===== config.mk =====
export PLATFORM = sky130hd
export DESIGN_NAME = amgpc_top
export DESIGN_NICKNAME = d
export VERILOG_FILES = /design/src/rtl/amgpc_pkg.sv /design/src/rtl/amgpc_cfg_if.sv /design/src/rtl/amgpc_decode.sv /design/src/rtl/amgpc_top.sv
export SDC_FILE = /design/constraint.sdc
export NUM_CORES = 1
export LEC_CHECK = 0
export ABC_AREA = 1
export BUFFER_PORTS_ARGS = -buffer_cell sky130_fd_sc_hd__buf_2
export CORE_MARGIN = 4
export CORE_UTILIZATION = 25
export CTS_BUF_LIST = sky130_fd_sc_hd__clkbuf_16
export DETAILED_ROUTE_END_ITERATION = 12
export HOLD_SLACK_MARGIN = 0.15
export PLACE_DENSITY = 0.43
export SYNTH_ARGS = -nofsm -noshare
export SYNTH_HDL_FRONTEND = slang
export SYNTH_SLANG_ARGS = --single-unit

===== constraint.sdc =====
create_clock -name sys_clk_i -period 3.1 [get_ports sys_clk_i]
set_input_delay 0.62 -clock sys_clk_i [delete_from_list [all_inputs] [get_ports sys_clk_i]]
set_output_delay 0.62 -clock sys_clk_i [all_outputs]
set_load 0.05 [all_outputs]

===== src/rtl/amgpc_pkg.sv =====
// Package of constants and types for the ADC mode, gain and power-down control block.
`default_nettype none
package amgpc_pkg;
    // =========================================================
    // Power-down pin codes
    localparam logic [2:0] PWR_ALL_OFF = 3'h0;
    localparam logic [2:0] PWR_ADC_ONLY = 3'h1;
    localparam logic [2:0] PWR_FAST_ONLY = 3'h2;
    localparam logic [2:0] PWR_LOWP_ONLY = 3'h3;
    localparam logic [2:0] PWR_CMP_ONLY = 3'h4;
    localparam logic [2:0] PWR_ALL_ON = 3'h5;
    localparam logic [2:0] PWR_RESET = 3'h7;
    // =========================================================
    // Gain codes and reset values
    localparam logic [3:0] GAIN_SW_MODE = 4'h0;
    localparam logic [3:0] GAIN_RESERVED = 4'hf;
    localparam logic [7:0] GAIN_DEFAULT = 8'h01;
    localparam logic [3:0] GAIN_CODE_RST = 4'h0;
    // =========================================================
    // Power-up waits
    localparam int CLK_MHZ = 100;
    localparam int T_EXT_US = 15;
    localparam int T_INT_US = 240;
    localparam int EXT_CYCLES = T_EXT_US * CLK_MHZ;
    localparam int INT_CYCLES = T_INT_US * CLK_MHZ;
    // =========================================================
    // Power enables: {low-power pair, fast pair, converters}
    typedef logic [2:0] amgpc_pwr_t;
    typedef enum logic {AMGPC_PIN_MODE, AMGPC_REG_MODE} amgpc_mode_t;
endpackage
`default_nettype wire


===== src/rtl/amgpc_cfg_if.sv =====
// Interface carrying the decoded configuration from the decoder to the top.
`default_nettype none
interface amgpc_cfg_if;
    logic [7:0] gain;
    logic gain_valid;
    amgpc_pkg::amgpc_pwr_t pwr;
    logic pin_reset;
    modport dec (output gain, gain_valid, pwr, pin_reset);
    modport top (input gain, gain_valid, pwr, pin_reset);
endinterface
`default_nettype wire


===== src/rtl/amgpc_decode.sv =====
// Combinational decoder of gain-select and power-down pin codes.
`default_nettype none
module amgpc_decode (
    input wire logic [3:0] gain_sel_i,
    input wire logic [2:0] pwr_sel_i,
    amgpc_cfg_if.dec cfg
);
    always_comb
    begin
        cfg.gain_valid = 1'b1;
        case (gain_sel_i)
            4'h1: cfg.gain = 8'd1;
            4'h2: cfg.gain = 8'd2;
            4'h3: cfg.gain = 8'd3;
            4'h4: cfg.gain = 8'd4;
            4'h5: cfg.gain = 8'd6;
            4'h6: cfg.gain = 8'd8;
            4'h7: cfg.gain = 8'd12;
            4'h8: cfg.gain = 8'd16;
            4'h9: cfg.gain = 8'd24;
            4'ha: cfg.gain = 8'd32;
            4'hb: cfg.gain = 8'd48;
            4'hc: cfg.gain = 8'd64;
            4'hd: cfg.gain = 8'd96;
            4'he: cfg.gain = 8'd128;
            default:
            begin
                cfg.gain = amgpc_pkg::GAIN_DEFAULT;
                cfg.gain_valid = 1'b0;
            end
        endcase
        cfg.pin_reset = (pwr_sel_i == amgpc_pkg::PWR_RESET);
        case (pwr_sel_i)
            amgpc_pkg::PWR_ADC_ONLY: cfg.pwr = 3'h1;
            amgpc_pkg::PWR_FAST_ONLY: cfg.pwr = 3'h2;
            amgpc_pkg::PWR_LOWP_ONLY: cfg.pwr = 3'h4;
            amgpc_pkg::PWR_CMP_ONLY: cfg.pwr = 3'h6;
            amgpc_pkg::PWR_ALL_ON: cfg.pwr = 3'h7;
            default: cfg.pwr = 3'h0;
        endcase
    end
endmodule
`default_nettype wire


===== src/rtl/amgpc_top.sv =====
// Mode, gain and power-down control front end of a dual sampling converter.
//
// Contract
// - Any gain-select pin high means pin mode; all low means register mode.
// - Pin codes 1 to 14 map to gains 1,2,3,4,6,8,12,16,24,32,48,64,96,128.
// - Pin mode takes gain, power, reference and calibration straight from pins.
// - Power code 101 turns on both comparator pairs and both converters.
// - Codes 001,010,011,100 give converters, fast pair, low-power pair, both pairs.
// - Power code 000 in pin mode turns everything off.
// - Power code 111 resets the device in pin mode only, all off.
// - A pin reset sets gain to 1, clears power, ready and the wait count, and leaves everything powered down.
// - At power-up mode comes from gain pins; registers start at zero except gain at 1 and the mode flag at 1.
// - Register-mode power-up keeps all off with gain 1.
// - External reference needs 15 us after power-up before use.
// - Internal reference needs 240 us after power-up before use.
// - Reference-select high picks internal reference; low picks external.
// - In register mode the lowest power-down pin is serial data input.
`default_nettype none
module amgpc_top #(
    parameter int EXT_WAIT = amgpc_pkg::EXT_CYCLES,
    parameter int INT_WAIT = amgpc_pkg::INT_CYCLES
) (
    input wire logic sys_clk_i,
    input wire logic sys_rst_i,
    input wire logic [3:0] gain_sel_i,
    input wire logic [2:0] pwr_sel_i,
    input wire logic internal_ref_select_i,
    input wire logic cal_start_i,
    input wire logic [7:0] reg_gain_i,
    input wire logic [2:0] reg_pwr_i,
    input wire logic reg_write_i,
    output logic reg_mode_o,
    output logic [7:0] gain_o,
    output logic lowp_cmp_on_o,
    output logic fast_cmp_on_o,
    output logic adc_on_o,
    output logic internal_ref_o,
    output logic cal_start_o,
    output logic serial_din_o,
    output logic pin_reset_o,
    output logic ready_o
);
    // =========================================================
    // Decoding.
    amgpc_cfg_if cfg ();
    amgpc_decode u_dec (
        .gain_sel_i(gain_sel_i),
        .pwr_sel_i(pwr_sel_i),
        .cfg(cfg)
    );

    // =========================================================
    // State.
    logic [7:0] gain_reg, gain_next;
    logic [2:0] pwr_reg, pwr_next;
    logic reg_mode_reg, reg_mode_next;
    logic ref_reg, ref_next;
    logic cal_reg, cal_next;
    logic din_reg, din_next;
    logic rst_reg, rst_next;
    logic ready_reg, ready_next;
    logic [31:0] wait_reg, wait_next;
    logic in_reg_mode;

    assign in_reg_mode = (gain_sel_i == amgpc_pkg::GAIN_SW_MODE);

    always_comb
    begin
        gain_next = gain_reg;
        pwr_next = pwr_reg;
        reg_mode_next = in_reg_mode;
        ref_next = internal_ref_select_i;
        cal_next = 1'b0;
        din_next = 1'b0;
        rst_next = 1'b0;
        ready_next = ready_reg;
        wait_next = wait_reg;
        if (in_reg_mode)
        begin
            din_next = pwr_sel_i[0];
            if (reg_write_i)
            begin
                gain_next = reg_gain_i;
                pwr_next = reg_pwr_i;
            end
        end
        else if (cfg.pin_reset)
        begin
            gain_next = amgpc_pkg::GAIN_DEFAULT;
            pwr_next = 3'h0;
            rst_next = 1'b1;
            ready_next = 1'b0;
            wait_next = 32'h0;
        end
        else
        begin
            if (cfg.gain_valid)
            begin
                gain_next = cfg.gain;
            end
            pwr_next = cfg.pwr;
            cal_next = cal_start_i;
        end
        if (!ready_reg && !cfg.pin_reset | in_reg_mode)
        begin
            wait_next = wait_reg + 32'h1;
            if (wait_reg + 32'h1 >= (ref_reg ? 32'(INT_WAIT) : 32'(EXT_WAIT)))
            begin
                ready_next = 1'b1;
            end
        end
    end

    always_ff @(posedge sys_clk_i or posedge sys_rst_i)
    begin
        if (sys_rst_i)
        begin
            gain_reg <= amgpc_pkg::GAIN_DEFAULT;
            pwr_reg <= 3'h0;
            reg_mode_reg <= 1'b1;
            ref_reg <= 1'b0;
            cal_reg <= 1'b0;
            din_reg <= 1'b0;
            rst_reg <= 1'b0;
            ready_reg <= 1'b0;
            wait_reg <= 32'h0;
        end
        else
        begin
            gain_reg <= gain_next;
            pwr_reg <= pwr_next;
            reg_mode_reg <= reg_mode_next;
            ref_reg <= ref_next;
            cal_reg <= cal_next;
            din_reg <= din_next;
            rst_reg <= rst_next;
            ready_reg <= ready_next;
            wait_reg <= wait_next;
        end
    end

    assign reg_mode_o = reg_mode_reg;
    assign gain_o = gain_reg;
    assign lowp_cmp_on_o = pwr_reg[2];
    assign fast_cmp_on_o = pwr_reg[1];
    assign adc_on_o = pwr_reg[0];
    assign internal_ref_o = ref_reg;
    assign cal_start_o = cal_reg;
    assign serial_din_o = din_reg;
    assign pin_reset_o = rst_reg;
    assign ready_o = ready_reg;

    // =========================================================
    // Checks.
    a_pin_reset_off: assert property (@(posedge sys_clk_i) disable iff (sys_rst_i)
        (gain_sel_i != 4'h0 && pwr_sel_i == 3'h7) |=> (pwr_reg == 3'h0 && rst_reg))
        else $error("pin reset left power on");
    a_all_on_code: assert property (@(posedge sys_clk_i) disable iff (sys_rst_i)
        (gain_sel_i != 4'h0 && pwr_sel_i == 3'h5) |=> (pwr_reg == 3'h7))
        else $error("all-on code not applied");
    a_all_off_code: assert property (@(posedge sys_clk_i) disable iff (sys_rst_i)
        (gain_sel_i != 4'h0 && pwr_sel_i == 3'h0) |=> (pwr_reg == 3'h0))
        else $error("all-off code not applied");
    a_fast_code: assert property (@(posedge sys_clk_i) disable iff (sys_rst_i)
        (gain_sel_i != 4'h0 && pwr_sel_i == 3'h2) |=> (pwr_reg == 3'h2))
        else $error("fast pair code wrong");
    a_gain_pin_map: assert property (@(posedge sys_clk_i) disable iff (sys_rst_i)
        (gain_sel_i == 4'he && pwr_sel_i != 3'h7) |=> (gain_reg == 8'd128))
        else $error("gain 128 not applied");
    a_gain_reserved: assert property (@(posedge sys_clk_i) disable iff (sys_rst_i)
        (gain_sel_i == 4'hf && pwr_sel_i != 3'h7) |=> $stable(gain_reg))
        else $error("reserved gain changed gain");
    a_mode_follow: assert property (@(posedge sys_clk_i) disable iff (sys_rst_i)
        1'b1 |=> (reg_mode_reg == ($past(gain_sel_i) == 4'h0)))
        else $error("mode does not follow gain pins");
    a_ref_follow: assert property (@(posedge sys_clk_i) disable iff (sys_rst_i)
        1'b1 |=> (ref_reg == $past(internal_ref_select_i)))
        else $error("reference select not followed");
    a_reg_hold: assert property (@(posedge sys_clk_i) disable iff (sys_rst_i)
        (gain_sel_i == 4'h0 && !reg_write_i) |=> $stable(pwr_reg))
        else $error("power changed without write");
    // =========================================================
    // Pass-through, register-write and wait checks.
    // These guard the outputs that the code checks above do not reach.
    a_cal_follow: assert property (@(posedge sys_clk_i) disable iff (sys_rst_i)
        (gain_sel_i != 4'h0 && pwr_sel_i != 3'h7) |=> (cal_reg == $past(cal_start_i)))
        else $error("calibration pin not followed");
    a_din_follow: assert property (@(posedge sys_clk_i) disable iff (sys_rst_i)
        1'b1 |=> (din_reg == ($past(gain_sel_i) == 4'h0 && $past(pwr_sel_i[0]))))
        else $error("serial data pin not followed");
    a_reg_pwr_write: assert property (@(posedge sys_clk_i) disable iff (sys_rst_i)
        (gain_sel_i == 4'h0 && reg_write_i) |=> (pwr_reg == $past(reg_pwr_i)))
        else $error("register power write not applied");
    a_reg_gain_write: assert property (@(posedge sys_clk_i) disable iff (sys_rst_i)
        (gain_sel_i == 4'h0 && reg_write_i) |=> (gain_reg == $past(reg_gain_i)))
        else $error("register gain write not applied");
    a_ready_clear: assert property (@(posedge sys_clk_i) disable iff (sys_rst_i)
        (gain_sel_i != 4'h0 && pwr_sel_i == 3'h7) |=> (!ready_reg && wait_reg == 32'h0))
        else $error("pin reset left ready set");
    a_cal_reg_mode: assert property (@(posedge sys_clk_i) disable iff (sys_rst_i)
        (gain_sel_i == 4'h0) |=> (!cal_reg && !rst_reg))
        else $error("pin controls acted in register mode");
    a_ready_wait: assert property (@(posedge sys_clk_i) disable iff (sys_rst_i)
        $rose(ready_reg) |-> (wait_reg >= ($past(ref_reg) ? 32'(INT_WAIT) : 32'(EXT_WAIT))))
        else $error("ready raised before power-up wait");
    c_pin_reset: cover property (@(posedge sys_clk_i) disable iff (sys_rst_i) rst_reg);
    c_reg_write: cover property (@(posedge sys_clk_i) disable iff (sys_rst_i)
        gain_sel_i == 4'h0 && reg_write_i);
    c_all_on: cover property (@(posedge sys_clk_i) disable iff (sys_rst_i) pwr_reg == 3'h7);
    c_ready: cover property (@(posedge sys_clk_i) disable iff (sys_rst_i) $rose(ready_reg));
endmodule
`default_nettype wire


==> impl_metrics.yaml, run 1 <==
global_route:
  track_usage_pct: 12.5
  grt_pass1_vias: 2961
  grt_max_degree: 33
  grt_pass1_wl_um: 14400
  antenna_found_initial: 0
  grt_overflow: 0
sta:
  finalHoldViolCount: 0
  finClkSkew_ns: 0.00452
  finalSetupViolCount: 0
  fin_tns_setup_ns: 0
  finalCritPeriodShare_pct: 77.3
  max_freq_ghz: 0.417
  worst_pin_slew_ns: 0.726
  rsz0062_at_grt: "false"
  slew_headroom_pct: 51.6
  finalCriticalPeriod_ns: 2.40
  final_max_slew_viol_count: 0
synth:
  synthArstFlopShare_pct: 100
  synth-seq-cells: 49
  ys_warn_count: 0
  avgSynthCellArea_um2: 7.02
  yosysTopAreaCell: "dfrtp_1"
  yosysSeqAreaShare_pct: 38.5
  synthCells: 454
  synth.distinct_cells: 36
  synth_common_cells: "nand2_1 (145), nor2_1 (59), inv_1 (49)"
  synth_edf_count: 0
  syn_area_um2: 3190
  synth.most_common_cell: "nand2_1"
  synth_area_leaders: "dfrtp_1 (37%), nand2_1 (17%), nor2_1 (6.9%)"
  ys.flop_type: "dfrtp_1"
  synth_top_area_share_pct: 36.9
  synth_nets: 484
drt:
  via_count: 2946
  final_antenna_net_count: 0
  drc_errors: 0
  drt-total-wl_um: 8450
  dr.pass1.iters: 4
  wl_per_cell_um: 12.7
  avgViaCountPerCell: 4.43
  initialDrtViolationCount: 147
critical_path:
  cp-startpoint: "wait_reg[1]"
  worstRegToRegCells: 13
  endpoint_kind: "flip-flop"
  worst-path-max-fanout: 4
  cp-start-kind: "flip-flop"
  worstPathRequired_ns: 3.29
  rr_startpoint: "wait_reg[1]"
  crit_type: "flip-flop to flip-flop"
  arrival_ns: 2.58
finish:
  area_growth_syn_to_layout_pct: 17.1
  fin_area_um2: 3730
  fin_nets: 526
  fin_util_pct: 30.4
  largest_register_ffs: 32
  drive_gt1_share_pct: 15.9
  antenna_cells: 0
  instances_no_fill: 665
power:
  peakVddDrop_v: 0.000216
  seqPwrFrac_pct: 40.9
  leakagePower_nw: 1.66
  p_comb_share_pct: 27.6
  swShare_pct: 36.1
  p_int_w: 0.00126
  power_density_nw_per_um2: 526
  p_sw_w: 0.000708
  total_power_w: 0.00196
  pwr-share-clk_pct: 31.5
floorplan:
  rows: 40
  die_h_um: 121
  die_w_um: 121
  dieArea_um2: 14600
  io_pins: 40
  core_um2: 12300
  start_util_pct: 26.0
clock_network:
  cts_sinks: 49
  clk_pin_slew_worst_paths_ns: 0.06
  ctsHoldBuffers: 0
  htree_num_levels: 2
  tritoncts: "yes"
  root_buffer: "clkbuf_16"
  cts_buffer_depth: 2
  cts_resized: 0
  cts_buffers: 5
  clk_latency_ns: 0.30
  post_cts_buffers: 0
hold_path:
  holdCritPathClass: "primary input to asynchronous set/reset pin"
place:
  dp_hpwl_um: 6620
  gp_congestion: 0.844
  dp_cells: 657
  portBuffers: 39
  dpl_cell_area_um2: 3570
run_status:
  outcome: "finished clean"
flow_run:
  cap_violations: 0
-- cell type report --
type                       instances  area (um^2)
fill                            1333         8530
clock buffer                       5          125
sequential                        49         1230
timing repair buffer              42          218
tap                              168          210
clock inverter                     3         37.5
inverter                          55          211
multi-input combinational        343         1700
-- cells by family (layout without fill, tap and decap cells) --
group,count (synthesis),in the layout,share of synthesized area (%)
flops,49,49,38.5
compound gates,63,63,11.7
fa+ha+maj,7,7,2.75
buf+inv,62,105,8.05
simple gates,265,265,36.8
xor+xnor,8,8,2.20
-- routing by layer --
layer | vias up | routed length (um) | global-route usage [%]
met5 | - | 0 | 0
met4 | 0 | 194 | 4.67
met3 | 12 | 354 | 3.64
met2 | 54 | 3740 | 19.5
met1 | 1331 | 4160 | 16.5
li1 | 1549 | - | -
-- power by group through the flow --
stage	sequential (W)	combinational [W]	clock, W
floorplan	0.000865	0.000341	0
global placement	0.000816	0.000547	0
detailed placement	0.000814	0.000551	0
CTS	0.000803	0.000553	0.000645
global route	0.000818	0.000614	0.000672
finish	0.000802	0.000542	0.000619
-- layout by cell type, fill, tap and decap left out, types with 7 or more instances in the layout --
cell / instances
dfrtp_1: 47
o22ai_1: 19
o21ai_0: 34
nand2_1: 145
nand3_1: 32
buf_2: 39
nor2_1: 59
inv_1: 49
xor2_1: 7
ha_1: 7
-- path summary, 6_finish.rpt --
kind | end | slack, ns
hold reg to reg | gain_o[4] | 0.48
setup reg to reg | ready_o | 0.70
setup / recovery | ready_o | 0.70
hold / removal | pwr_reg[1] | 0.20
min in group sys_clk_i | internal_ref_o | 0.43
max in group asynchronous | gain_o[0] | 2.32
-- critical path, cell delays in order (launching register included) --
cell     delay [ns]
dfrtp_1        0.42
ha_1           0.24
nand3_2        0.17
inv_2          0.13
nand3_4        0.12
nor2_4         0.17
xor2_1         0.22
ha_1           0.26
nand3_1        0.11
nor2_1         0.06
nor2_1         0.09
nand3_1        0.08
nor2_1         0.17
nor2_1         0.06
-- per-stage QoR --
step	setup WS (ns)	hold WS, ns
floorplan	1.09	0.534
global placement	0.647	0.469
detailed placement	0.574	0.466
CTS	0.687	0.192
global route	0.493	0.203
finish	0.702	0.201
(Power assumes the default switching activity.)
==> inputs of run 2 (changes only) <==
--- a/config.mk
+++ b/config.mk
@@ -5,7 +5,7 @@
 export SDC_FILE = /design/constraint.sdc
 export NUM_CORES = 1
 export LEC_CHECK = 0
-export ABC_AREA = 1
+export ABC_AREA = 0
 export BUFFER_PORTS_ARGS = -buffer_cell sky130_fd_sc_hd__buf_2
 export CORE_MARGIN = 4
 export CORE_UTILIZATION = 25
==> constraint.sdc (replaced) <==
create_clock -name sys_clk_i -period 2.4 [get_ports sys_clk_i]
set_input_delay 0.48 -clock sys_clk_i [delete_from_list [all_inputs] [get_ports sys_clk_i]]
set_output_delay 0.48 -clock sys_clk_i [all_outputs]
set_load 0.05 [all_outputs]
==> run 2 against run 1 <==
Compared with the run above: routed wire length is 5.5% lower; non-clock buffer count is 38 higher; largest cell class unchanged; highest routed layer unchanged; sequential power is 18% higher; final cell count is 12% lower; core utilization is 2.6 points higher; synthesized cell count is 23% lower; largest power group unchanged; count of clock-buffer cells in the layout stayed put; sequential share of layout area is 2.4 points lower.
==> impl_metrics.yaml, run 2 <==
sta:
  fin_hold_ws_ns: 0.222
  finalCriticalPeriod_ns: 2.38
  finalCritPeriodShare_pct: 99.2
  worst_pin_slew_ns: 0.542
  finalSetupViolCount: 0
  final_max_slew_viol_count: 0
  fin_ws_ns: 0.0181
  rsz0062_at_grt: "true"
  finalHoldViolCount: 0
  slew_headroom_pct: 63.8
  max_freq_ghz: 0.420
  finClkSkew_ns: 0.00996
place:
  dpl_cell_area_um2: 3820
  gp_congestion: 0.807
  portBuffers: 39
  dp_hpwl_um: 5920
  pre_cts_ws_ns: -0.0200
drt:
  dr.pass1.iters: 4
  wl_met1_um: 3970
  avgViaCountPerCell: 4.64
  drt-total-wl_um: 7990
  met3_length_um: 350
  wl_per_cell_um: 13.7
  met2_length_um: 3620
  initialDrtViolationCount: 73
  via_count: 2714
  final_antenna_net_count: 0
  drc_errors: 0
  highest_layer: "met4"
synth:
  synth_fa_ha_area_share_pct: 2.76
  synthArstFlopShare_pct: 100
  synth_compound_area_share_pct: 11.7
  synthCells: 349
  avgSynthCellArea_um2: 9.09
  synthMuxAreaShare_pct: 2.64
  yosys.area_share.simple_pct: 28.2
  synth-seq-cells: 49
  synth_top_area_share_pct: 37.1
  synth_area_leaders: "dfrtp_1 (37%), xnor2_1 (8.3%), nor2_1 (5.1%)"
  ys_warn_count: 0
  synth_common_cells: "dfrtp_1 (47), nor2_1 (43), xnor2_1 (30)"
  synth_edf_count: 0
  synth.most_common_cell: "dfrtp_1"
  yosysSeqAreaShare_pct: 38.7
  syn_area_um2: 3170
  ys.flop_type: "dfrtp_1"
  synth_xor_area_share_pct: 12.1
  synth_nets: 379
  synth.distinct_cells: 63
  yosysTopAreaCell: "dfrtp_1"
  synth_top_family_by_area: "simple AND/OR/NAND/NOR gates"
critical_path:
  arrival_ns: 2.55
  worst-path-max-fanout: 2
  worstPathRequired_ns: 2.57
  endpoint_kind: "flip-flop"
  crit_type: "flip-flop to flip-flop"
  cp_slowest_cell: "dfrtp_1"
  cpPeakStageDelay_ns: 0.40
  cp-start-kind: "flip-flop"
  crit_chain: "ha_4 > nand4_4 > nor3_4 > and3_4 > nand3_1 > xnor2_1 > ha_1 > and2_4 > a2111oi_4 > o311a_1 > a31oi_1"
finish:
  nFillCells: 1314
  fin_util_pct: 33.0
  most-common-layout-cells: "dfrtp_1 (47), nor2_1 (41), buf_2 (39), buf_4 (38), xnor2_1 (30)"
  fin_area_um2: 4030
  fin_nets: 446
  final_common_cell: "dfrtp_1"
  largest_register_ffs: 32
  drive_gt1_share_pct: 27.3
  antenna_cells: 0
  area_growth_syn_to_layout_pct: 27.1
floorplan:
  dieArea_um2: 14600
  io_pins: 40
  rows: 40
  die_h_um: 121
  die_w_um: 121
  core_um2: 12200
  start_util_pct: 26.0
power:
  pwr-share-clk_pct: 31.7
  leakagePower_nw: 1.85
  swShare_pct: 33.0
  seqPwrFrac_pct: 41.8
  peakVddDrop_v: 0.000247
  total_power_w: 0.00226
  p_int_w: 0.00151
  p_comb_share_pct: 26.4
  p_sw_w: 0.000746
  power_density_nw_per_um2: 560
global_route:
  grt_overflow: 0
  grt_max_degree: 35
  grt_pass1_vias: 2796
  antenna_found_initial: 0
  track_usage_pct: 11.6
  grt_pass1_wl_um: 13800
clock_network:
  clk_pin_slew_worst_paths_ns: 0.07
  cts_sinks: 49
  tritoncts: "yes"
  root_buffer: "clkbuf_16"
  cts_buffers: 5
  htree_num_levels: 2
  cts_buffer_depth: 2
  clk_latency_ns: 0.29
flow_run:
  cap_violations: 0
run_status:
  outcome: "finished clean"
hold_path:
  holdCritPathClass: "primary input to asynchronous set/reset pin"
-- run 2: path summary, 6_finish.rpt --
path	cells after the start	slack (ns)	from	to
worst max-delay path	11	0.02	wait_reg[1]	ready_o
worst min-delay path	2	0.22	sys_rst_i	wait_reg[18]
worst max register to register	11	0.02	wait_reg[1]	ready_o
worst min register to register	2	0.49	gain_o[1]	gain_o[1]
max in group asynchronous	3	1.56	sys_rst_i	gain_o[0]
min in group sys_clk_i	1	0.29	internal_ref_select_i	internal_ref_o
-- run 2: routing by layer --
metal | global-route usage (%) | vias to the layer above
met1 | 16.1 | 1295
met2 | 18.4 | 46
met4 | 2.27 | 0
met5 | 0 | -
met3 | 2.85 | 4
li1 | - | 1369
-- run 2: repair_timing --
action                     in CTS  in global routing
pin swaps                       5                  6
gates resized for setup         3                  4
buffers inserted                2                  1
hold buffers                    0                  0
setup endpoints to repair       1                  7
-- run 2: kinds of logic (layout without fill, tap and decap cells) --
| group | Yosys count | count (layout) |
|---|---|---|
| adder cells (fa/ha/maj) | 7 | 7 |
| buffers and inverters | 29 | 97 |
| multiplexers | 8 | 8 |
| flip-flops | 49 | 49 |
| XOR/XNOR | 44 | 44 |
| AO/OA/AOI/OAI | 55 | 55 |
| AND/OR/NAND/NOR | 157 | 157 |
-- run 2: critical path: cells and delay by family (launching register included) --
kind / cells / cell delay [ns]
flip-flops: 1 / 0.40
AO/OA/AOI/OAI: 3 / 0.55
AND/OR/NAND/NOR: 5 / 0.70
XOR/XNOR: 1 / 0.18
adder cells (fa/ha/maj): 2 / 0.42
-- run 2: cell type report --
cell class / instances / area (um^2) / share of cell area (%)
multi-input cells: 271 / 1880 / 46.6
flip-flops and latches: 49 / 1230 / 30.5
repair buffers: 80 / 532 / 13.2
well taps: 168 / 210 / 5.21
clock buffers: 5 / 125 / 3.10
inverters: 9 / 33.8 / 0.838
clock inverters: 3 / 22.5 / 0.558
-- run 2: per-stage QoR --
stage	cells	setup TNS (ns)
after floorplan	349	0
after global placement	574	0
after detailed placement	574	-0.0200
after CTS	584	0
after global routing	585	-0.150
final	585	0
-- run 2: power groups by stage --
| stage | Clock, W | Sequential (W) | Combinational [W] |
|---|---|---|---|
| 4_1_cts | 0.000750 | 0.000944 | 0.000603 |
| 3_5_place_dp | 0 | 0.000962 | 0.000585 |
| 3_3_place_gp | 0 | 0.000960 | 0.000579 |
| 5_1_grt | 0.000780 | 0.000952 | 0.000675 |
| 2_1_floorplan | 0 | 0.00104 | 0.000325 |
| 6_report | 0.000717 | 0.000945 | 0.000597 |
==> inputs of run 3 (changes only) <==
==> constraint.sdc (replaced) <==
create_clock -name sys_clk_i -period 2.5 [get_ports sys_clk_i]
set_input_delay 0.5 -clock sys_clk_i [delete_from_list [all_inputs] [get_ports sys_clk_i]]
set_output_delay 0.5 -clock sys_clk_i [all_outputs]
set_load 0.05 [all_outputs]
==> run 3 against run 2 <==
Compared with the run above: die area unchanged; design area decreased by 1.5%; maximum frequency increased by 1.4%; critical path type unchanged; core utilization decreased by 0.48 points; first-iteration DRC count increased by 71%; sequential share of layout area increased by 0.55 points; via count increased by 1.0%; final cell count decreased by 1.7%; largest cell class unchanged; worst hold slack improved by 0.037 ns; highest routed layer unchanged; count of clock-buffer cells in the layout unchanged.
==> impl_metrics.yaml, run 3 (synthesized netlist as in run 2, its figures left out) <==
drt:
  avgViaCountPerCell: 4.77
  dr.pass1.iters: 4
  final_antenna_net_count: 0
  via_count: 2742
  drt-total-wl_um: 7860
  initialDrtViolationCount: 125
  drc_errors: 0
  wl_per_cell_um: 13.7
clock_network:
  htree_num_levels: 2
  ctsHoldBuffers: 0
  cts_buffer_depth: 2
  cts_sinks: 49
  root_buffer: "clkbuf_16"
  tritoncts: "yes"
  cts_buffers: 5
  clk_latency_ns: 0.29
  clk_pin_slew_worst_paths_ns: 0.07
run_status:
  outcome: "finished clean"
place:
  gp_congestion: 0.788
  portBuffers: 39
  dp_cells: 566
  dp_hpwl_um: 5740
sta:
  max_freq_ghz: 0.426
  fin_hold_ws_ns: 0.259
  worst_pin_slew_ns: 0.579
  finalSetupViolCount: 0
  final_max_slew_viol_count: 0
  finClkSkew_ns: 0.00796
  finalCriticalPeriod_ns: 2.35
  fin_tns_setup_ns: 0
  finalCritPeriodShare_pct: 94.0
  slew_headroom_pct: 61.3
  finalHoldViolCount: 0
floorplan:
  rows: 40
  dieArea_um2: 14600
  die_w_um: 121
  die_h_um: 121
  core_um2: 12200
  io_pins: 40
  start_util_pct: 26.0
global_route:
  grt_pass1_wl_um: 13700
  antenna_found_initial: 0
  grt_overflow: 0
  track_usage_pct: 11.5
  grt_max_degree: 35
  grt_pass1_vias: 2741
power:
  peakVddDrop_v: 0.000229
  total_power_w: 0.00226
  leakagePower_nw: 1.79
  power_density_nw_per_um2: 570
finish:
  final_common_cell: "dfrtp_1"
  fin_nets: 436
  drive_gt1_share_pct: 25.8
  antenna_cells: 0
  area_growth_syn_to_layout_pct: 25.2
  instances_no_fill: 575
  most-common-layout-cells: "dfrtp_1 (44), nor2_1 (42), buf_2 (39), xnor2_1 (30), buf_4 (29)"
  largest_register_ffs: 32
hold_path:
  holdCritPathClass: "primary input to asynchronous set/reset pin"
critical_path:
  cp_slowest_cell: "dfrtp_2"
  cp-start-kind: "flip-flop"
  cpPeakStageDelay_ns: 0.40
  worstPathRequired_ns: 2.71
  endpoint_kind: "flip-flop"
  arrival_ns: 2.56
  worst-path-max-fanout: 4
  crit_type: "flip-flop to flip-flop"
  crit_chain: "ha_4 > nand4_4 > buf_4 > nor4_4 > and4_1 > mux2_1 > a41o_1 > o311a_1 > a31oi_1"
flow_run:
  cap_violations: 0
## run 3: per-layer routing
metal  track usage [%]  wire length, um
met3              2.57              350
met5                 0                0
met2              17.6             3400
met4              2.55               73
met1              16.7             4030
## run 3: worst paths after layout
path | start | end | slack [ns] | depth (start not counted)
max | wait_reg[1] | ready_o | 0.15 | 9
min | sys_rst_i | serial_din_o | 0.26 | 2
max reg2reg | wait_reg[1] | ready_o | 0.15 | 9
min reg2reg | gain_o[1] | gain_o[1] | 0.48 | 2
max in group asynchronous | sys_rst_i | gain_o[0] | 1.62 | 3
min in group sys_clk_i | internal_ref_select_i | internal_ref_o | 0.31 | 1
## run 3: timing repair
| action | 4_1_cts | 5_1_grt |
|---|---|---|
| setup buffers | 0 | 1 |
| gates resized for setup | 0 | 8 |
| endpoints found under the setup margin | 0 | 4 |
## run 3: critical path: cells and delay by family, from the launching register on
kind            cells  cell delay [ns]
buf+inv             1             0.18
simple gates        3             0.74
flops               1             0.40
mux                 1             0.33
compound gates      3             0.49
fa+ha+maj           1             0.15
## run 3: power by group
part	total (W)	switching (W)	internal [W]
Combinational	0.000578	0.000347	0.000232
Clock	0.000777	0.000308	0.000469
Sequential	0.000909	0.0000574	0.000852
Total	0.00226	0.000712	0.00155
## run 3: per-stage QoR
| step | utilization (%) | instance area (um^2) | setup WS, ns |
|---|---|---|---|
| after floorplan | - | 3190 | 0.0279 |
| after global placement | 30.8 | 3760 | 0.142 |
| after detailed placement | 30.8 | 3760 | 0.0919 |
| after CTS | 32.2 | 3930 | 0.0752 |
| after global routing | 32.5 | 3970 | -0.0282 |
| final | 32.5 | 3970 | 0.151 |
## run 3: layout make-up
class                      instances  area, um^2
sequential                        49        1230
tap                              168         210
fill                            1298        8240
inverter                           9        33.8
clock buffer                       5         125
clock inverter                     3        41.3
multi-input combinational        271        1880
timing repair buffer              70         453
